**src/shared/ocrt_pkg.sv**
```systemverilog
// package of constants, types and field layouts for the output clip and reference trim block
`default_nettype none
package ocrt_pkg;
    localparam int BRIDGE_W = 14;
    localparam int CLIP_W = 7;
    localparam int DAC_W = 12;
    localparam int TRIM_W = 4;
    localparam int DIAG_W = 3;
    localparam int MODE_W = 2;
    localparam int AXI_AW = 4;
    // register byte offsets
    localparam logic [AXI_AW-1:0] OFF_CONFIG = 4'h0;
    localparam logic [AXI_AW-1:0] OFF_TRIM = 4'h4;
    localparam logic [AXI_AW-1:0] OFF_RESULT = 4'h8;
    localparam logic [AXI_AW-1:0] OFF_STATUS = 4'hC;
    // config word field positions
    localparam int POS_UP_CLIP = 0;
    localparam int POS_LOW_CLIP = 8;
    localparam int POS_MODE = 16;
    localparam int POS_DIAG = 20;
    localparam int POS_COARSE = 24;
    // trim word and status positions
    localparam int POS_TRIM = 0;
    localparam int POS_SHORT_EN = 0;
    localparam int POS_HIGH_CLIP = 1;
    localparam int POS_LOW_HIT = 2;
    localparam int POS_REF_1V = 3;
    localparam int POS_COARSE_HI = 4;
    localparam int POS_TRIM_RANK = 8;
    // reset values and axi response codes
    localparam logic [31:0] RST_CONFIG = 32'h0000_7F00;
    localparam logic [TRIM_W-1:0] RST_TRIM = 4'h0;
    localparam logic [1:0] AXI_OKAY = 2'h0;
    localparam logic [1:0] AXI_SLVERR = 2'h2;
    // threshold padding patterns
    localparam logic [1:0] UP_TOP = 2'h3;
    localparam logic [4:0] UP_LOW = 5'h1F;
    localparam logic [1:0] LO_TOP = 2'h0;
    localparam logic [4:0] LO_LOW = 5'h00;
    // short limit enabled when diagnostic field bit 0 is set
    localparam int DIAG_SHORT_BIT = 0;

    typedef enum logic [MODE_W-1:0] {
        OCRT_MODE_RATIO = 2'h0,
        OCRT_MODE_ABS = 2'h1,
        OCRT_MODE_ONE_V = 2'h2,
        OCRT_MODE_DIGITAL = 2'h3
    } ocrt_mode_t;

    typedef struct packed {
        logic [BRIDGE_W-1:0] value;
        logic high_hit;
        logic low_hit;
    } ocrt_clip_t;

    typedef struct packed {
        logic short_limit_en;
        logic coarse_high;
        logic ref_1v_sel;
        logic [TRIM_W-1:0] trim_rank;
    } ocrt_analog_t;

    // rank 15 is highest voltage: code 1000 maps to 15, 0111 maps to 0
    function automatic logic [TRIM_W-1:0] trim_rank(input logic [TRIM_W-1:0] code);
        trim_rank = ~(code ^ 4'h8);
    endfunction : trim_rank
endpackage : ocrt_pkg
`default_nettype wire

```
**src/design/ocrt_clip.sv**
```systemverilog
// combinational clipper for the corrected bridge value
`default_nettype none
module ocrt_clip #(
    parameter int BW = ocrt_pkg::BRIDGE_W,
    parameter int CW = ocrt_pkg::CLIP_W
) (
    input wire logic [BW-1:0] value_in,
    input wire logic [CW-1:0] up_clip,
    input wire logic [CW-1:0] low_clip,
    output ocrt_pkg::ocrt_clip_t result
);
    logic [BW-1:0] up_thr;
    logic [BW-1:0] lo_thr;

    // thresholds built from the seven-bit fields
    assign up_thr = {ocrt_pkg::UP_TOP, up_clip, ocrt_pkg::UP_LOW};
    assign lo_thr = {ocrt_pkg::LO_TOP, low_clip, ocrt_pkg::LO_LOW};

    // unsigned compares; upper checked first, the two cannot both hold
    always_comb begin
        result.high_hit = value_in > up_thr;
        result.low_hit = value_in < lo_thr;
        if (result.high_hit) begin
            result.value = up_thr;
        end else if (result.low_hit) begin
            result.value = lo_thr;
        end else begin
            result.value = value_in;
        end
    end
endmodule : ocrt_clip
`default_nettype wire

```
**src/design/ocrt_top.sv**
```systemverilog
// output stage control: clipping, converter feed, analog configuration, axi4-lite registers
//
// Chosen here: the AXI4-Lite slave port and the register offsets.
`default_nettype none
module ocrt_top #(
    parameter int BW = ocrt_pkg::BRIDGE_W,
    parameter int DW = ocrt_pkg::DAC_W
) (
    input wire logic aclk,
    input wire logic aresetn,
    input wire logic clk_en,
    input wire logic [BW-1:0] corrected_bridge_value,
    input wire logic bridge_valid,
    output logic [DW-1:0] dac_code,
    output logic dac_update,
    output logic [BW-1:0] digital_out_value,
    output logic digital_out_valid,
    output ocrt_pkg::ocrt_analog_t analog_cfg,
    output logic [ocrt_pkg::TRIM_W-1:0] reference_trim_field,
    output logic regulator_coarse_field,
    input wire logic [ocrt_pkg::AXI_AW-1:0] s_axi_awaddr,
    input wire logic s_axi_awvalid,
    output logic s_axi_awready,
    input wire logic [31:0] s_axi_wdata,
    input wire logic [3:0] s_axi_wstrb,
    input wire logic s_axi_wvalid,
    output logic s_axi_wready,
    output logic [1:0] s_axi_bresp,
    output logic s_axi_bvalid,
    input wire logic s_axi_bready,
    input wire logic [ocrt_pkg::AXI_AW-1:0] s_axi_araddr,
    input wire logic s_axi_arvalid,
    output logic s_axi_arready,
    output logic [31:0] s_axi_rdata,
    output logic [1:0] s_axi_rresp,
    output logic s_axi_rvalid,
    input wire logic s_axi_rready
);
    // register state
    logic [31:0] config_reg;
    logic [31:0] next_config_reg;
    logic [ocrt_pkg::TRIM_W-1:0] trim_reg;
    logic [ocrt_pkg::TRIM_W-1:0] next_trim_reg;

    // bus state
    logic aw_held;
    logic next_aw_held;
    logic [ocrt_pkg::AXI_AW-1:0] aw_addr;
    logic [ocrt_pkg::AXI_AW-1:0] next_aw_addr;
    logic w_held;
    logic next_w_held;
    logic [31:0] w_data;
    logic [31:0] next_w_data;
    logic [3:0] w_strb;
    logic [3:0] next_w_strb;
    logic [1:0] next_bresp;
    logic next_bvalid;
    logic [31:0] next_rdata;
    logic [1:0] next_rresp;
    logic next_rvalid;
    logic next_awready;
    logic next_wready;
    logic next_arready;

    // datapath state
    logic [DW-1:0] next_dac_code;
    logic next_dac_update;
    logic [BW-1:0] next_digital_out_value;
    logic next_digital_out_valid;
    logic [BW-1:0] last_value;
    logic [BW-1:0] next_last_value;
    logic last_high;
    logic next_last_high;
    logic last_low;
    logic next_last_low;
    ocrt_pkg::ocrt_analog_t next_analog_cfg;
    logic [ocrt_pkg::TRIM_W-1:0] next_reference_trim_field;
    logic next_regulator_coarse_field;

    // decoded fields
    ocrt_pkg::ocrt_mode_t mode;
    ocrt_pkg::ocrt_clip_t clipped;
    logic [ocrt_pkg::CLIP_W-1:0] up_field;
    logic [ocrt_pkg::CLIP_W-1:0] low_field;
    logic [ocrt_pkg::DIAG_W-1:0] diag_field;

    // field views of the stored configuration word
    assign up_field = config_reg[ocrt_pkg::POS_UP_CLIP +: ocrt_pkg::CLIP_W];
    assign low_field = config_reg[ocrt_pkg::POS_LOW_CLIP +: ocrt_pkg::CLIP_W];
    assign diag_field = config_reg[ocrt_pkg::POS_DIAG +: ocrt_pkg::DIAG_W];
    assign mode = ocrt_pkg::ocrt_mode_t'(config_reg[ocrt_pkg::POS_MODE +: ocrt_pkg::MODE_W]);

    // clipper sees the corrected reading straight from the correction engine
    // thresholds follow config_reg; a write committing beside a sample takes effect from the next sample
    ocrt_clip #(
        .BW(BW),
        .CW(ocrt_pkg::CLIP_W)
    ) u_clip (
        .value_in(corrected_bridge_value),
        .up_clip(up_field),
        .low_clip(low_field),
        .result(clipped)
    );

    // byte-lane merge for register writes
    function automatic logic [31:0] merge(input logic [31:0] old, input logic [31:0] nw,
                                          input logic [3:0] strb);
        merge = old;
        for (int i = 0; i < 4; i++) begin
            if (strb[i]) begin
                merge[8*i +: 8] = nw[8*i +: 8];
            end
        end
    endfunction : merge

    // axi4-lite slave; write completes once both address and data are held
    always_comb begin
        // hold everything unless a handshake below moves it
        next_aw_held = aw_held;
        next_aw_addr = aw_addr;
        next_w_held = w_held;
        next_w_data = w_data;
        next_w_strb = w_strb;
        next_bresp = s_axi_bresp;
        next_bvalid = s_axi_bvalid;
        next_config_reg = config_reg;
        next_trim_reg = trim_reg;
        next_rdata = s_axi_rdata;
        next_rresp = s_axi_rresp;
        next_rvalid = s_axi_rvalid;

        // address and data channels are taken independently, in either order
        if (s_axi_awvalid && s_axi_awready) begin
            next_aw_held = 1'b1;
            next_aw_addr = s_axi_awaddr;
        end
        if (s_axi_wvalid && s_axi_wready) begin
            next_w_held = 1'b1;
            next_w_data = s_axi_wdata;
            next_w_strb = s_axi_wstrb;
        end

        // response leaves once the master has taken it
        if (s_axi_bvalid && s_axi_bready) begin
            next_bvalid = 1'b0;
        end

        // commit only after the previous response is gone, so bresp never moves under bvalid
        if (aw_held && w_held && !s_axi_bvalid) begin
            next_aw_held = 1'b0;
            next_w_held = 1'b0;
            next_bvalid = 1'b1;
            next_bresp = ocrt_pkg::AXI_OKAY;
            unique case (aw_addr[ocrt_pkg::AXI_AW-1:2])
                ocrt_pkg::OFF_CONFIG[ocrt_pkg::AXI_AW-1:2]: begin
                    next_config_reg = merge(config_reg, w_data, w_strb);
                end
                ocrt_pkg::OFF_TRIM[ocrt_pkg::AXI_AW-1:2]: begin
                    if (w_strb[0]) begin
                        next_trim_reg = w_data[ocrt_pkg::POS_TRIM +: ocrt_pkg::TRIM_W];
                    end
                end
                default: begin
                    // result and status are read only
                    next_bresp = ocrt_pkg::AXI_SLVERR;
                end
            endcase
        end

        // read data leaves once the master has taken it
        if (s_axi_rvalid && s_axi_rready) begin
            next_rvalid = 1'b0;
        end

        // read answer is registered; only the word index is decoded
        if (s_axi_arvalid && s_axi_arready) begin
            next_rvalid = 1'b1;
            next_rresp = ocrt_pkg::AXI_OKAY;
            next_rdata = 32'h0000_0000;
            unique case (s_axi_araddr[ocrt_pkg::AXI_AW-1:2])
                ocrt_pkg::OFF_CONFIG[ocrt_pkg::AXI_AW-1:2]: begin
                    next_rdata = config_reg;
                end
                ocrt_pkg::OFF_TRIM[ocrt_pkg::AXI_AW-1:2]: begin
                    next_rdata[ocrt_pkg::POS_TRIM +: ocrt_pkg::TRIM_W] = trim_reg;
                end
                ocrt_pkg::OFF_RESULT[ocrt_pkg::AXI_AW-1:2]: begin
                    next_rdata[BW-1:0] = last_value;
                end
                ocrt_pkg::OFF_STATUS[ocrt_pkg::AXI_AW-1:2]: begin
                    next_rdata[ocrt_pkg::POS_SHORT_EN] = analog_cfg.short_limit_en;
                    next_rdata[ocrt_pkg::POS_HIGH_CLIP] = last_high;
                    next_rdata[ocrt_pkg::POS_LOW_HIT] = last_low;
                    next_rdata[ocrt_pkg::POS_REF_1V] = analog_cfg.ref_1v_sel;
                    next_rdata[ocrt_pkg::POS_COARSE_HI] = analog_cfg.coarse_high;
                    next_rdata[ocrt_pkg::POS_TRIM_RANK +: ocrt_pkg::TRIM_W] =
                        analog_cfg.trim_rank;
                end
                default: begin
                    next_rresp = ocrt_pkg::AXI_SLVERR;
                end
            endcase
        end

        // ready only while the holding slot is empty; keeps one write in flight
        next_awready = !next_aw_held && !next_bvalid;
        next_wready = !next_w_held && !next_bvalid;
        next_arready = !next_rvalid;
    end

    // one clipped result per completed bridge calculation, sent to the converter or the serial output by mode
    always_comb begin
        // strobes are single pulses; values hold until the next sample
        next_dac_update = 1'b0;
        next_digital_out_valid = 1'b0;
        next_dac_code = dac_code;
        next_digital_out_value = digital_out_value;
        next_last_value = last_value;
        next_last_high = last_high;
        next_last_low = last_low;

        if (bridge_valid) begin
            next_last_value = clipped.value;
            next_last_high = clipped.high_hit;
            next_last_low = clipped.low_hit;
            unique case (mode)
                ocrt_pkg::OCRT_MODE_DIGITAL: begin
                    next_digital_out_value = clipped.value;
                    next_digital_out_valid = 1'b1;
                end
                default: begin
                    // top twelve of fourteen bits; the two dropped lsbs are below dac step
                    next_dac_code = clipped.value[BW-1 -: DW];
                    next_dac_update = 1'b1;
                end
            endcase
        end
    end

    // static analog configuration decoded from config_reg and trim_reg
    always_comb begin
        next_analog_cfg.short_limit_en = diag_field[ocrt_pkg::DIAG_SHORT_BIT];
        next_analog_cfg.coarse_high = config_reg[ocrt_pkg::POS_COARSE];
        next_analog_cfg.ref_1v_sel = mode == ocrt_pkg::OCRT_MODE_ONE_V;
        next_analog_cfg.trim_rank = ocrt_pkg::trim_rank(trim_reg);
        next_reference_trim_field = trim_reg;
        next_regulator_coarse_field = config_reg[ocrt_pkg::POS_COARSE];
    end

    // all state registers; clk_en freezes everything except the synchronous reset, which wins
    always_ff @(posedge aclk) begin
        if (!aresetn) begin
            // readies stay low through reset so no request is taken early
            config_reg <= ocrt_pkg::RST_CONFIG;
            trim_reg <= ocrt_pkg::RST_TRIM;
            aw_held <= 1'b0;
            aw_addr <= '0;
            w_held <= 1'b0;
            w_data <= '0;
            w_strb <= '0;
            s_axi_bresp <= ocrt_pkg::AXI_OKAY;
            s_axi_bvalid <= 1'b0;
            s_axi_rdata <= '0;
            s_axi_rresp <= ocrt_pkg::AXI_OKAY;
            s_axi_rvalid <= 1'b0;
            s_axi_awready <= 1'b0;
            s_axi_wready <= 1'b0;
            s_axi_arready <= 1'b0;
            dac_code <= '0;
            dac_update <= 1'b0;
            digital_out_value <= '0;
            digital_out_valid <= 1'b0;
            last_value <= '0;
            last_high <= 1'b0;
            last_low <= 1'b0;
            analog_cfg <= '0;
            reference_trim_field <= ocrt_pkg::RST_TRIM;
            regulator_coarse_field <= 1'b0;
        end else if (clk_en) begin
            // clk_en low holds every flop, bus handshakes included
            config_reg <= next_config_reg;
            trim_reg <= next_trim_reg;
            aw_held <= next_aw_held;
            aw_addr <= next_aw_addr;
            w_held <= next_w_held;
            w_data <= next_w_data;
            w_strb <= next_w_strb;
            s_axi_bresp <= next_bresp;
            s_axi_bvalid <= next_bvalid;
            s_axi_rdata <= next_rdata;
            s_axi_rresp <= next_rresp;
            s_axi_rvalid <= next_rvalid;
            s_axi_awready <= next_awready;
            s_axi_wready <= next_wready;
            s_axi_arready <= next_arready;
            dac_code <= next_dac_code;
            dac_update <= next_dac_update;
            digital_out_value <= next_digital_out_value;
            digital_out_valid <= next_digital_out_valid;
            last_value <= next_last_value;
            last_high <= next_last_high;
            last_low <= next_last_low;
            analog_cfg <= next_analog_cfg;
            reference_trim_field <= next_reference_trim_field;
            regulator_coarse_field <= next_regulator_coarse_field;
        end
    end
endmodule : ocrt_top
`default_nettype wire

```
**config.mk**
```make
export PLATFORM = sky130hd
export DESIGN_NAME = ocrt_top
export DESIGN_NICKNAME = d
export VERILOG_FILES = /design/src/shared/ocrt_pkg.sv /design/src/design/ocrt_clip.sv /design/src/design/ocrt_top.sv
export SDC_FILE = /design/constraint.sdc
export NUM_CORES = 1
export LEC_CHECK = 0
export BUFFER_PORTS_ARGS = -buffer_cell sky130_fd_sc_hd__buf_2
export CORE_MARGIN = 1.5
export CORE_UTILIZATION = 40
export CTS_CLUSTER_DIAMETER = 120
export CTS_CLUSTER_SIZE = 24
export DETAILED_ROUTE_END_ITERATION = 12
export PLACE_DENSITY = 0.72
export SYNTH_ARGS = -nofsm -noshare
export SYNTH_HDL_FRONTEND = slang
export SYNTH_HIERARCHICAL = 1
export SYNTH_SLANG_ARGS = --single-unit
```
**constraint.sdc**
```tcl
create_clock -name aclk -period 5.07 [get_ports aclk]
set_input_delay 1.2675 -clock aclk [delete_from_list [all_inputs] [get_ports aclk]]
set_output_delay 1.2675 -clock aclk [all_outputs]
set_load 0.03 [all_outputs]
```
After elaboration in Yosys (flattened, before gate mapping)
Cells that the tools add are included.
Word-level totals
  register bits: 172
  latch bits: 0
  bits in writable memories: 0
  memory bits (read-only): 0
  input bits: 67
  word-level logic and storage cells: 90
  memories kept: 0
Operators by class
  add/subtract/negate cells: 0
  multiply operators: 0
  div/mod/pow operators: 0
  $lt $le $gt $ge: 2
  equality and inequality tests: 6
  shifts and indexed selects: 0
  multiplexer cells: 21
  bitwise operators: 3
  reductions and logical operators: 29
Operators by type and width (number)
  14-bit two-way mux: 2
  4-bit AND reduction: 5
  18-bit two-way mux: 1
  4-bit one-hot mux with 4 select lines: 1
  14-bit > comparator: 1
  14-bit by 12-bit < comparator with 1-bit output: 1
  1-bit two-way mux: 12
  4-bit one-hot mux with 3 select lines: 1
  2-bit AND reduction: 5
  1-bit logical AND: 9
  2-bit equality test (second input constant): 4
  3-bit one-hot mux with 2 select lines: 1
  3-bit AND reduction: 2
  1-bit zero test: 5
  2-bit by 1-bit equality test with 1-bit output (second input constant): 2
  2-bit zero test: 2
  4-bit inverter: 1
  2-bit one-hot mux with 2 select lines: 1
  1-bit one-hot mux with 3 select lines: 1
  2-bit two-way mux: 1
  1-bit inverter: 2
  2-bit OR reduction: 1

Depth between registers and ports, before layout
Gate-level depths: netlist of run 1.
  word-level depth: 5
  gate-level depth with buffers: 10
  depth with buffers taken out: 9

By module
The synthesis of run 1 kept the hierarchy.
Modules (own cells, without submodules)
  ocrt_top: instances 1, cells each 777, area each 7030.5 um2, sequential area each 3363.2 um2
  ocrt_clip: instances 1, cells each 77, area each 573.0 um2, sequential area each 0.0 um2

Worst setup path before layout of run 1
No wires, ideal clock.
  path kind: input to register
  start: in corrected_bridge_value[11]
  end: reg dac_code[9]
  data arrival time: 2.876 ns
  data required time: 4.994 ns
  setup slack: 2.118 ns
  stages on the path: 9
  buffers on the path: 1
  path through: ha_1 -> a2111oi_2 -> o21ai_1 -> o21bai_4 -> buf_6 -> mux2i_1 -> mux2i_1 -> nand3_1 -> a21boi_0
RTL lines
  start: declaration: line ocrt_top.sv:12  | input wire logic [BW-1:0] corrected_bridge_value,
  end signal: assignment: line ocrt_top.sv:296  | dac_code <= next_dac_code;
  end: declaration: line ocrt_top.sv:14  | output logic [DW-1:0] dac_code,

==> impl_metrics.csv, run 1 <==
group,metric,value,unit
timing,period_share,61.8,%
clock_network,tritoncts_num_sinks,168,
critical_path,critPathMaxFanout,13,
critical_path,r2r_start,"config_reg[14]",
critical_path,worstReg2RegEnd,"dac_code[3]",
timing,finalClockSkew,11.7,ps
critical_path,required,5420,ps
clock_network,cts_tree,"yes",
yosys,postSynthAreaPerCell,8.90,µm²
layout,area_growth_syn_to_layout,15.6,%
floorplan,boundaryPins,148,
critical_path,crit_chain,"buf_2 -> ha_1 -> a21o_1 -> a21oi_1 -> nor2_1 -> o21ai_2 -> mux2i_1 -> nand3_1 -> a21boi_0",
yosys,syn-cell-area,7600,µm²
timing,final-max-slew-violation-count,0,
yosys,yosysSeqAreaShare,44.2,%
floorplan,core,18600,µm²
layout,final_common_cell,"nand2_1",
clock_network,cts_max_level,4,
global_route,grt_pass1_vias,5719,
placement,port_buffers,140,
drt,routed-via-count,6237,
clock_network,cts_buffers,17,
critical_path,cp_slowest_stage_delay,570,ps
drt,drt_iter0_markers,410,
min_path,hold_path_depth,2,
critical_path,cp_data_arrival_time,3480,ps
critical_path,crit_start,"corrected_bridge_value[6]",
layout,multi_input_area,3720,µm²
critical_path,worst_r2r_path_depth,9,
layout,fin_nets,1025,
global_route,overflow,0,
layout,drive_above_1_share,23.2,%
min_path,hold_path_end,"s_axi_rdata[12]",
floorplan,num_rows,50,
clock_network,cts_hold_buf,0,
layout,antenna_cells,0,
clock_network,clk_pin_slew,60,ps
yosys,synthCells,854,
drt,drtPass1Iterations,5,
critical_path,critPathCaptureType,"flip-flop",
timing,setup_viol,0,
critical_path,crit_path_top_delay_cell,"o21ai_2",
clock_network,cts_resized,0,
layout,nFillCells,1822,
clock_network,clockBufferDepth,2,
drt,ant_nets,0,
min_path,hp-class,"flip-flop to flip-flop",
yosys,synth_cell_types,48,
floorplan,die_height,141,µm
clock_network,cts-root-buf,"clkbuf_16",
timing,fmax,319,MHz
pwr,ir_worst_vdd,0.208,mV
yosys,synth-edff-count,0,
critical_path,crit_type,"input pin to flip-flop",
yosys,ys_ff_latch,168,
floorplan,initial_core_util,40.8,%
placement,dp_hpwl,13700,µm
run,max_cap_violations,0,
timing,finalHoldViolations,0,
status,status,"complete, no violations",
critical_path,rrSetupSlack,2410,ps
clock_network,cts_setup_buffers,0,
drt,vias_per_cell,5.23,
placement,gp_congestion,0.895,
critical_path,start_kind,"input pin",
drt,wire_per_inst,16.4,µm
floorplan,die_area,19800,µm²
global_route,antenna_found_initial,0,
global_route,grt_first_pass_wirelength,30500,µm
timing,setup_tns,0,ps
timing,slew_headroom,22.9,%
critical_path,path_buf_inv,1,
clock_network,clk_latency,430,ps
min_path,min-delay-start,"s_axi_rdata[12]",
timing,worst_pin_slew,1160,ps
layout,regArea,3360,µm²
drt,finalWirelength,19500,µm
yosys,ys.flop_type,"dfxtp_1",
pwr,p_per_area,330,nW/µm²
timing,grt_setup_unrepaired,"no",
drt,drc,0,
pwr,power.total,2.90,mW
global_route,grt_usage,19.6,%
critical_path,critPathTopFamily,"compound AO/OA/AOI/OAI gates",
global_route,grt_max_degree,143,
yosys,yosysWarnings,6,
floorplan,die_x,141,µm
pwr,p_leak,3.62,nW
timing,min_period,3130,ps
layout,final_cell_mix,"nand2_1, dfxtp_1, buf_2",
yosys,synth-async-reset-ratio,0,%
## kinds of logic after synthesis
logic type	Yosys count	share of synthesized area, %
AND/OR/NAND/NOR	325	20.3
AO/OA/AOI/OAI	213	20.1
flip-flops	168	44.2
buffers and inverters	95	6.99
multiplexers	39	6.12
adder cells (fa/ha/maj)	13	2.14
other	1	0.0493
## metal layers
| metal | share of wire (%) | wire, µm | global-route usage [%] | vias up |
|---|---|---|---|---|
| met5 | 0 | 0 | 0 | - |
| met4 | 1.9 | 376 | 7.07 | 0 |
| met3 | 5.7 | 1110 | 4.35 | 27 |
| met2 | 45 | 8820 | 30.0 | 179 |
| met1 | 47 | 9230 | 27.1 | 2931 |
| li1 | - | - | - | 3100 |
## cell usage after synthesis (2+ instances only)
cell type / count / share of area [%]
a21boi_0: 33 / 3.3
a21boi_1: 94 / 9.3
a21boi_2: 9 / 1.3
a21o_1: 2 / 0.20
a21oi_1: 9 / 0.59
a221oi_1: 4 / 0.46
and2_1: 6 / 0.49
and3_1: 2 / 0.16
buf_2: 18 / 1.2
buf_4: 16 / 1.6
buf_6: 12 / 1.8
clkbuf_1: 26 / 1.3
clkbuf_2: 2 / 0.13
dfxtp_1: 168 / 44
ha_1: 13 / 2.1
inv_1: 20 / 0.99
mux2_4: 5 / 0.99
mux2i_1: 30 / 3.9
mux4_2: 4 / 1.2
nand2_1: 170 / 8.4
nand2_2: 9 / 0.74
nand2b_1: 8 / 0.66
nand3_1: 85 / 5.6
nand3b_1: 2 / 0.20
nand4_1: 5 / 0.41
nor2_1: 8 / 0.39
nor2b_1: 10 / 0.82
nor3b_2: 4 / 0.66
o21ai_0: 30 / 2.0
o21ai_1: 18 / 1.2
o21ai_2: 8 / 0.92
or3_1: 5 / 0.41
or3b_1: 4 / 0.46
## per-stage QoR
stage                     utilization, %  cell area (µm²)  instances  hold slack (ps)  setup WS (ps)
after floorplan                        -             7610        856              432           2120
after global placement              43.9             8190       1160              435           1660
after detailed placement            43.9             8190       1160              441           1560
after CTS                           47.2             8790       1192              448           2000
after global routing                47.2             8790       1192              460           1810
final                               47.2             8790       1192              446           1940
## where the power goes
| group | switching [mW] | internal, mW |
|---|---|---|
| logic | 0.136 | 0.0864 |
| clock network | 0.549 | 0.770 |
| registers | 0.0170 | 1.34 |
## tightest hold or removal path, delay by kind of cell (launching register included)
kind	cells	cell delay [ps]
compound gates	1	50
simple gates	1	50
flops	1	310
## worst max-delay path by stage
stage | end | cells past startpoint
6_report | dac_code[3] | 9
5_1_grt | dac_code[3] | 9
4_1_cts | dac_code[3] | 9
3_5_place_dp | dac_code[3] | 9
3_3_place_gp | dac_code[4] | 9
2_1_floorplan | dac_code[9] | 9
## layout make-up
class	count	area share, %
Clock inverter	12	1.55
Sequential cell	168	38.3
Inverter	20	0.854
Clock buffer	20	5.31
Timing Repair Buffer	145	8.43
Tap cell	234	3.33
Multi-Input combinational cell	593	42.3
(Power assumes the default switching activity.)
==> run 2: changes to the inputs <==
--- a/config.mk
+++ b/config.mk
@@ -11,7 +11,7 @@
 export CTS_CLUSTER_DIAMETER = 120
 export CTS_CLUSTER_SIZE = 24
 export DETAILED_ROUTE_END_ITERATION = 12
-export PLACE_DENSITY = 0.72
+export PLACE_DENSITY = 0.74
 export SYNTH_ARGS = -nofsm -noshare
 export SYNTH_HDL_FRONTEND = slang
 export SYNTH_HIERARCHICAL = 1
==> constraint.sdc (replaced) <==
create_clock -name aclk -period 2.6 [get_ports aclk]
set_input_delay 0.65 -clock aclk [delete_from_list [all_inputs] [get_ports aclk]]
set_output_delay 0.65 -clock aclk [all_outputs]
set_load 0.03 [all_outputs]
==> run 2 against run 1 <==
  * Die area did not move
  * Clock power grew 87%
  * Routed wire length is 2.2% higher
  * Non-clock buffer count grew 23
  * Hold slack worse by 2.6 ps
  * Core utilization grew 0.93 points
  * Setup slack worse by 1700 ps
  * Cell area increased by 2.0%
  * Sequential share of layout area shrank 0.74 points
==> impl_metrics.csv, run 2 (synthesis results as in run 1) <==
group,metric,value,unit
clock_network,cts_buffers,17,
clock_network,tritoncts_num_sinks,168,
pwr,p_per_area,623,nW/µm²
layout,area_growth_syn_to_layout,17.9,%
global_route,antenna_found_initial,0,
clock_network,cts_max_level,4,
critical_path,start_kind,"flip-flop",
global_route,grt_first_pass_wirelength,31800,µm
layout,final_cell_mix,"nand2_1, dfxtp_1, buf_2",
layout,regArea,3360,µm²
clock_network,cts_tree,"yes",
drt,wire_per_inst,16.5,µm
layout,fin_nets,1048,
floorplan,die_x,141,µm
floorplan,num_rows,50,
layout,nFillCells,1804,
global_route,grt_usage,20.5,%
timing,final-max-slew-violation-count,0,
clock_network,clk_latency,430,ps
placement,dp_hpwl,14500,µm
min_path,hp-class,"flip-flop to flip-flop",
drt,finalWirelength,20000,µm
critical_path,cp_data_arrival_time,2710,ps
pwr,p_leak,3.71,nW
pwr,p_sw_share,23.9,%
timing,finalClockSkew,7.28,ps
placement,gp_congestion,0.970,
drt,ant_nets,0,
pwr,power.switching,1.33,mW
drt,drt_iter0_markers,506,
timing,fmax,423,MHz
drt,drc,0,
timing,finalHoldViolations,0,
drt,wl_met1,9290,µm
pwr,p_seq_share,47.6,%
global_route,overflow,0,
timing,grt_setup_unrepaired,"no",
floorplan,initial_core_util,40.8,%
layout,antenna_cells,0,
timing,fin_ws,236,ps
layout,multi_input_area,3720,µm²
drt,routed-via-count,6344,
layout,final_common_cell,"nand2_1",
run,max_cap_violations,0,
clock_network,cts_setup_buffers,0,
timing,period_share,90.9,%
critical_path,critPathCaptureType,"flip-flop",
drt,dr_wl_met3,1370,µm
timing,setup_viol,0,
placement,post-place-ws,-95.4,ps
floorplan,die_height,141,µm
floorplan,die_area,19800,µm²
clock_network,clockBufferDepth,2,
clock_network,clk_pin_slew,60,ps
status,status,"complete, no violations",
drt,vias_per_cell,5.23,
drt,highest_layer,"met4",
layout,finalInstanceArea,8960,µm²
placement,place_area,8390,µm²
floorplan,core,18600,µm²
clock_network,cts-root-buf,"clkbuf_16",
pwr,ir_worst_vdd,0.394,mV
timing,slew_headroom,62.0,%
critical_path,required,2950,ps
placement,port_buffers,140,
pwr,power.internal,4.25,mW
critical_path,critPathMaxFanout,9,
floorplan,boundaryPins,148,
pwr,clkPwrFrac,44.2,%
drt,drtPass1Iterations,5,
global_route,grt_pass1_vias,6043,
pwr,p_comb_share,8.2,%
drt,wl_met2,8700,µm
critical_path,crit_type,"flip-flop to flip-flop",
timing,worst_pin_slew,569,ps
global_route,grt_max_degree,62,
timing,min_period,2360,ps
layout,drive_above_1_share,24.6,%
[run 2: area by class of cell]
cell class | instances | share of cell area, %
Sequential cell | 168 | 37.5
Clock inverter | 10 | 1.35
Inverter | 20 | 0.837
Clock buffer | 21 | 5.02
Multi-Input combinational cell | 593 | 41.5
Timing Repair Buffer | 168 | 10.5
Tap cell | 234 | 3.27
[run 2: metrics by stage]
stage / hold slack [ps] / std cells / setup TNS (ps) / util, % / total power [mW]
4_1_cts: 445 / 1214 / 0 / 48.0 / 5.62
2_1_floorplan: 432 / 856 / 0 / - / 3.03
6_report: 444 / 1214 / 0 / 48.1 / 5.58
5_1_grt: 445 / 1214 / 0 / 48.1 / 5.77
3_3_place_gp: 433 / 1183 / -519 / 45.0 / 3.16
3_5_place_dp: 441 / 1183 / -612 / 45.0 / 3.17
[run 2: routing by layer]
layer	vias to the layer above	global-route usage, %
met1	2948	28.0
met5	-	0
li1	3140	-
met2	207	31.0
met3	49	5.20
met4	0	8.22
[run 2: what timing repair did]
item / in CTS / in global routing
setup endpoints to repair: 0 / 1
gates resized for setup: 0 / 1
hold buffers: 0 / 0
[run 2: worst max-delay path, stage by stage (launching register included)]
cell and delay [ps]:
dfxtp_1 450, inv_1 90, ha_1 300, nand4_1 160, o311a_1 440, o21ai_4 170, mux2i_1 300, buf_4 160
nand3_1 50, a21boi_0 170
[run 2: path summary, 6_finish.rpt]
| path | from | endpoint | slack (ps) | cells after the start |
|---|---|---|---|---|
| worst max-delay path | config_reg[4] | dac_code[4] | 240 | 9 |
| worst max register to register | config_reg[4] | dac_code[4] | 240 | 9 |
| worst min-delay path | s_axi_rdata[6] | s_axi_rdata[6] | 440 | 2 |
| worst min register to register | s_axi_rdata[6] | s_axi_rdata[6] | 440 | 2 |
[run 2: power groups by stage]
stage,sequential (mW),clock [mW],combinational (mW)
after floorplan,2.75,0,0.279
after global placement,2.71,0,0.448
after detailed placement,2.71,0,0.453
after CTS,2.66,2.50,0.455
after global routing,2.66,2.61,0.498
final,2.66,2.47,0.457
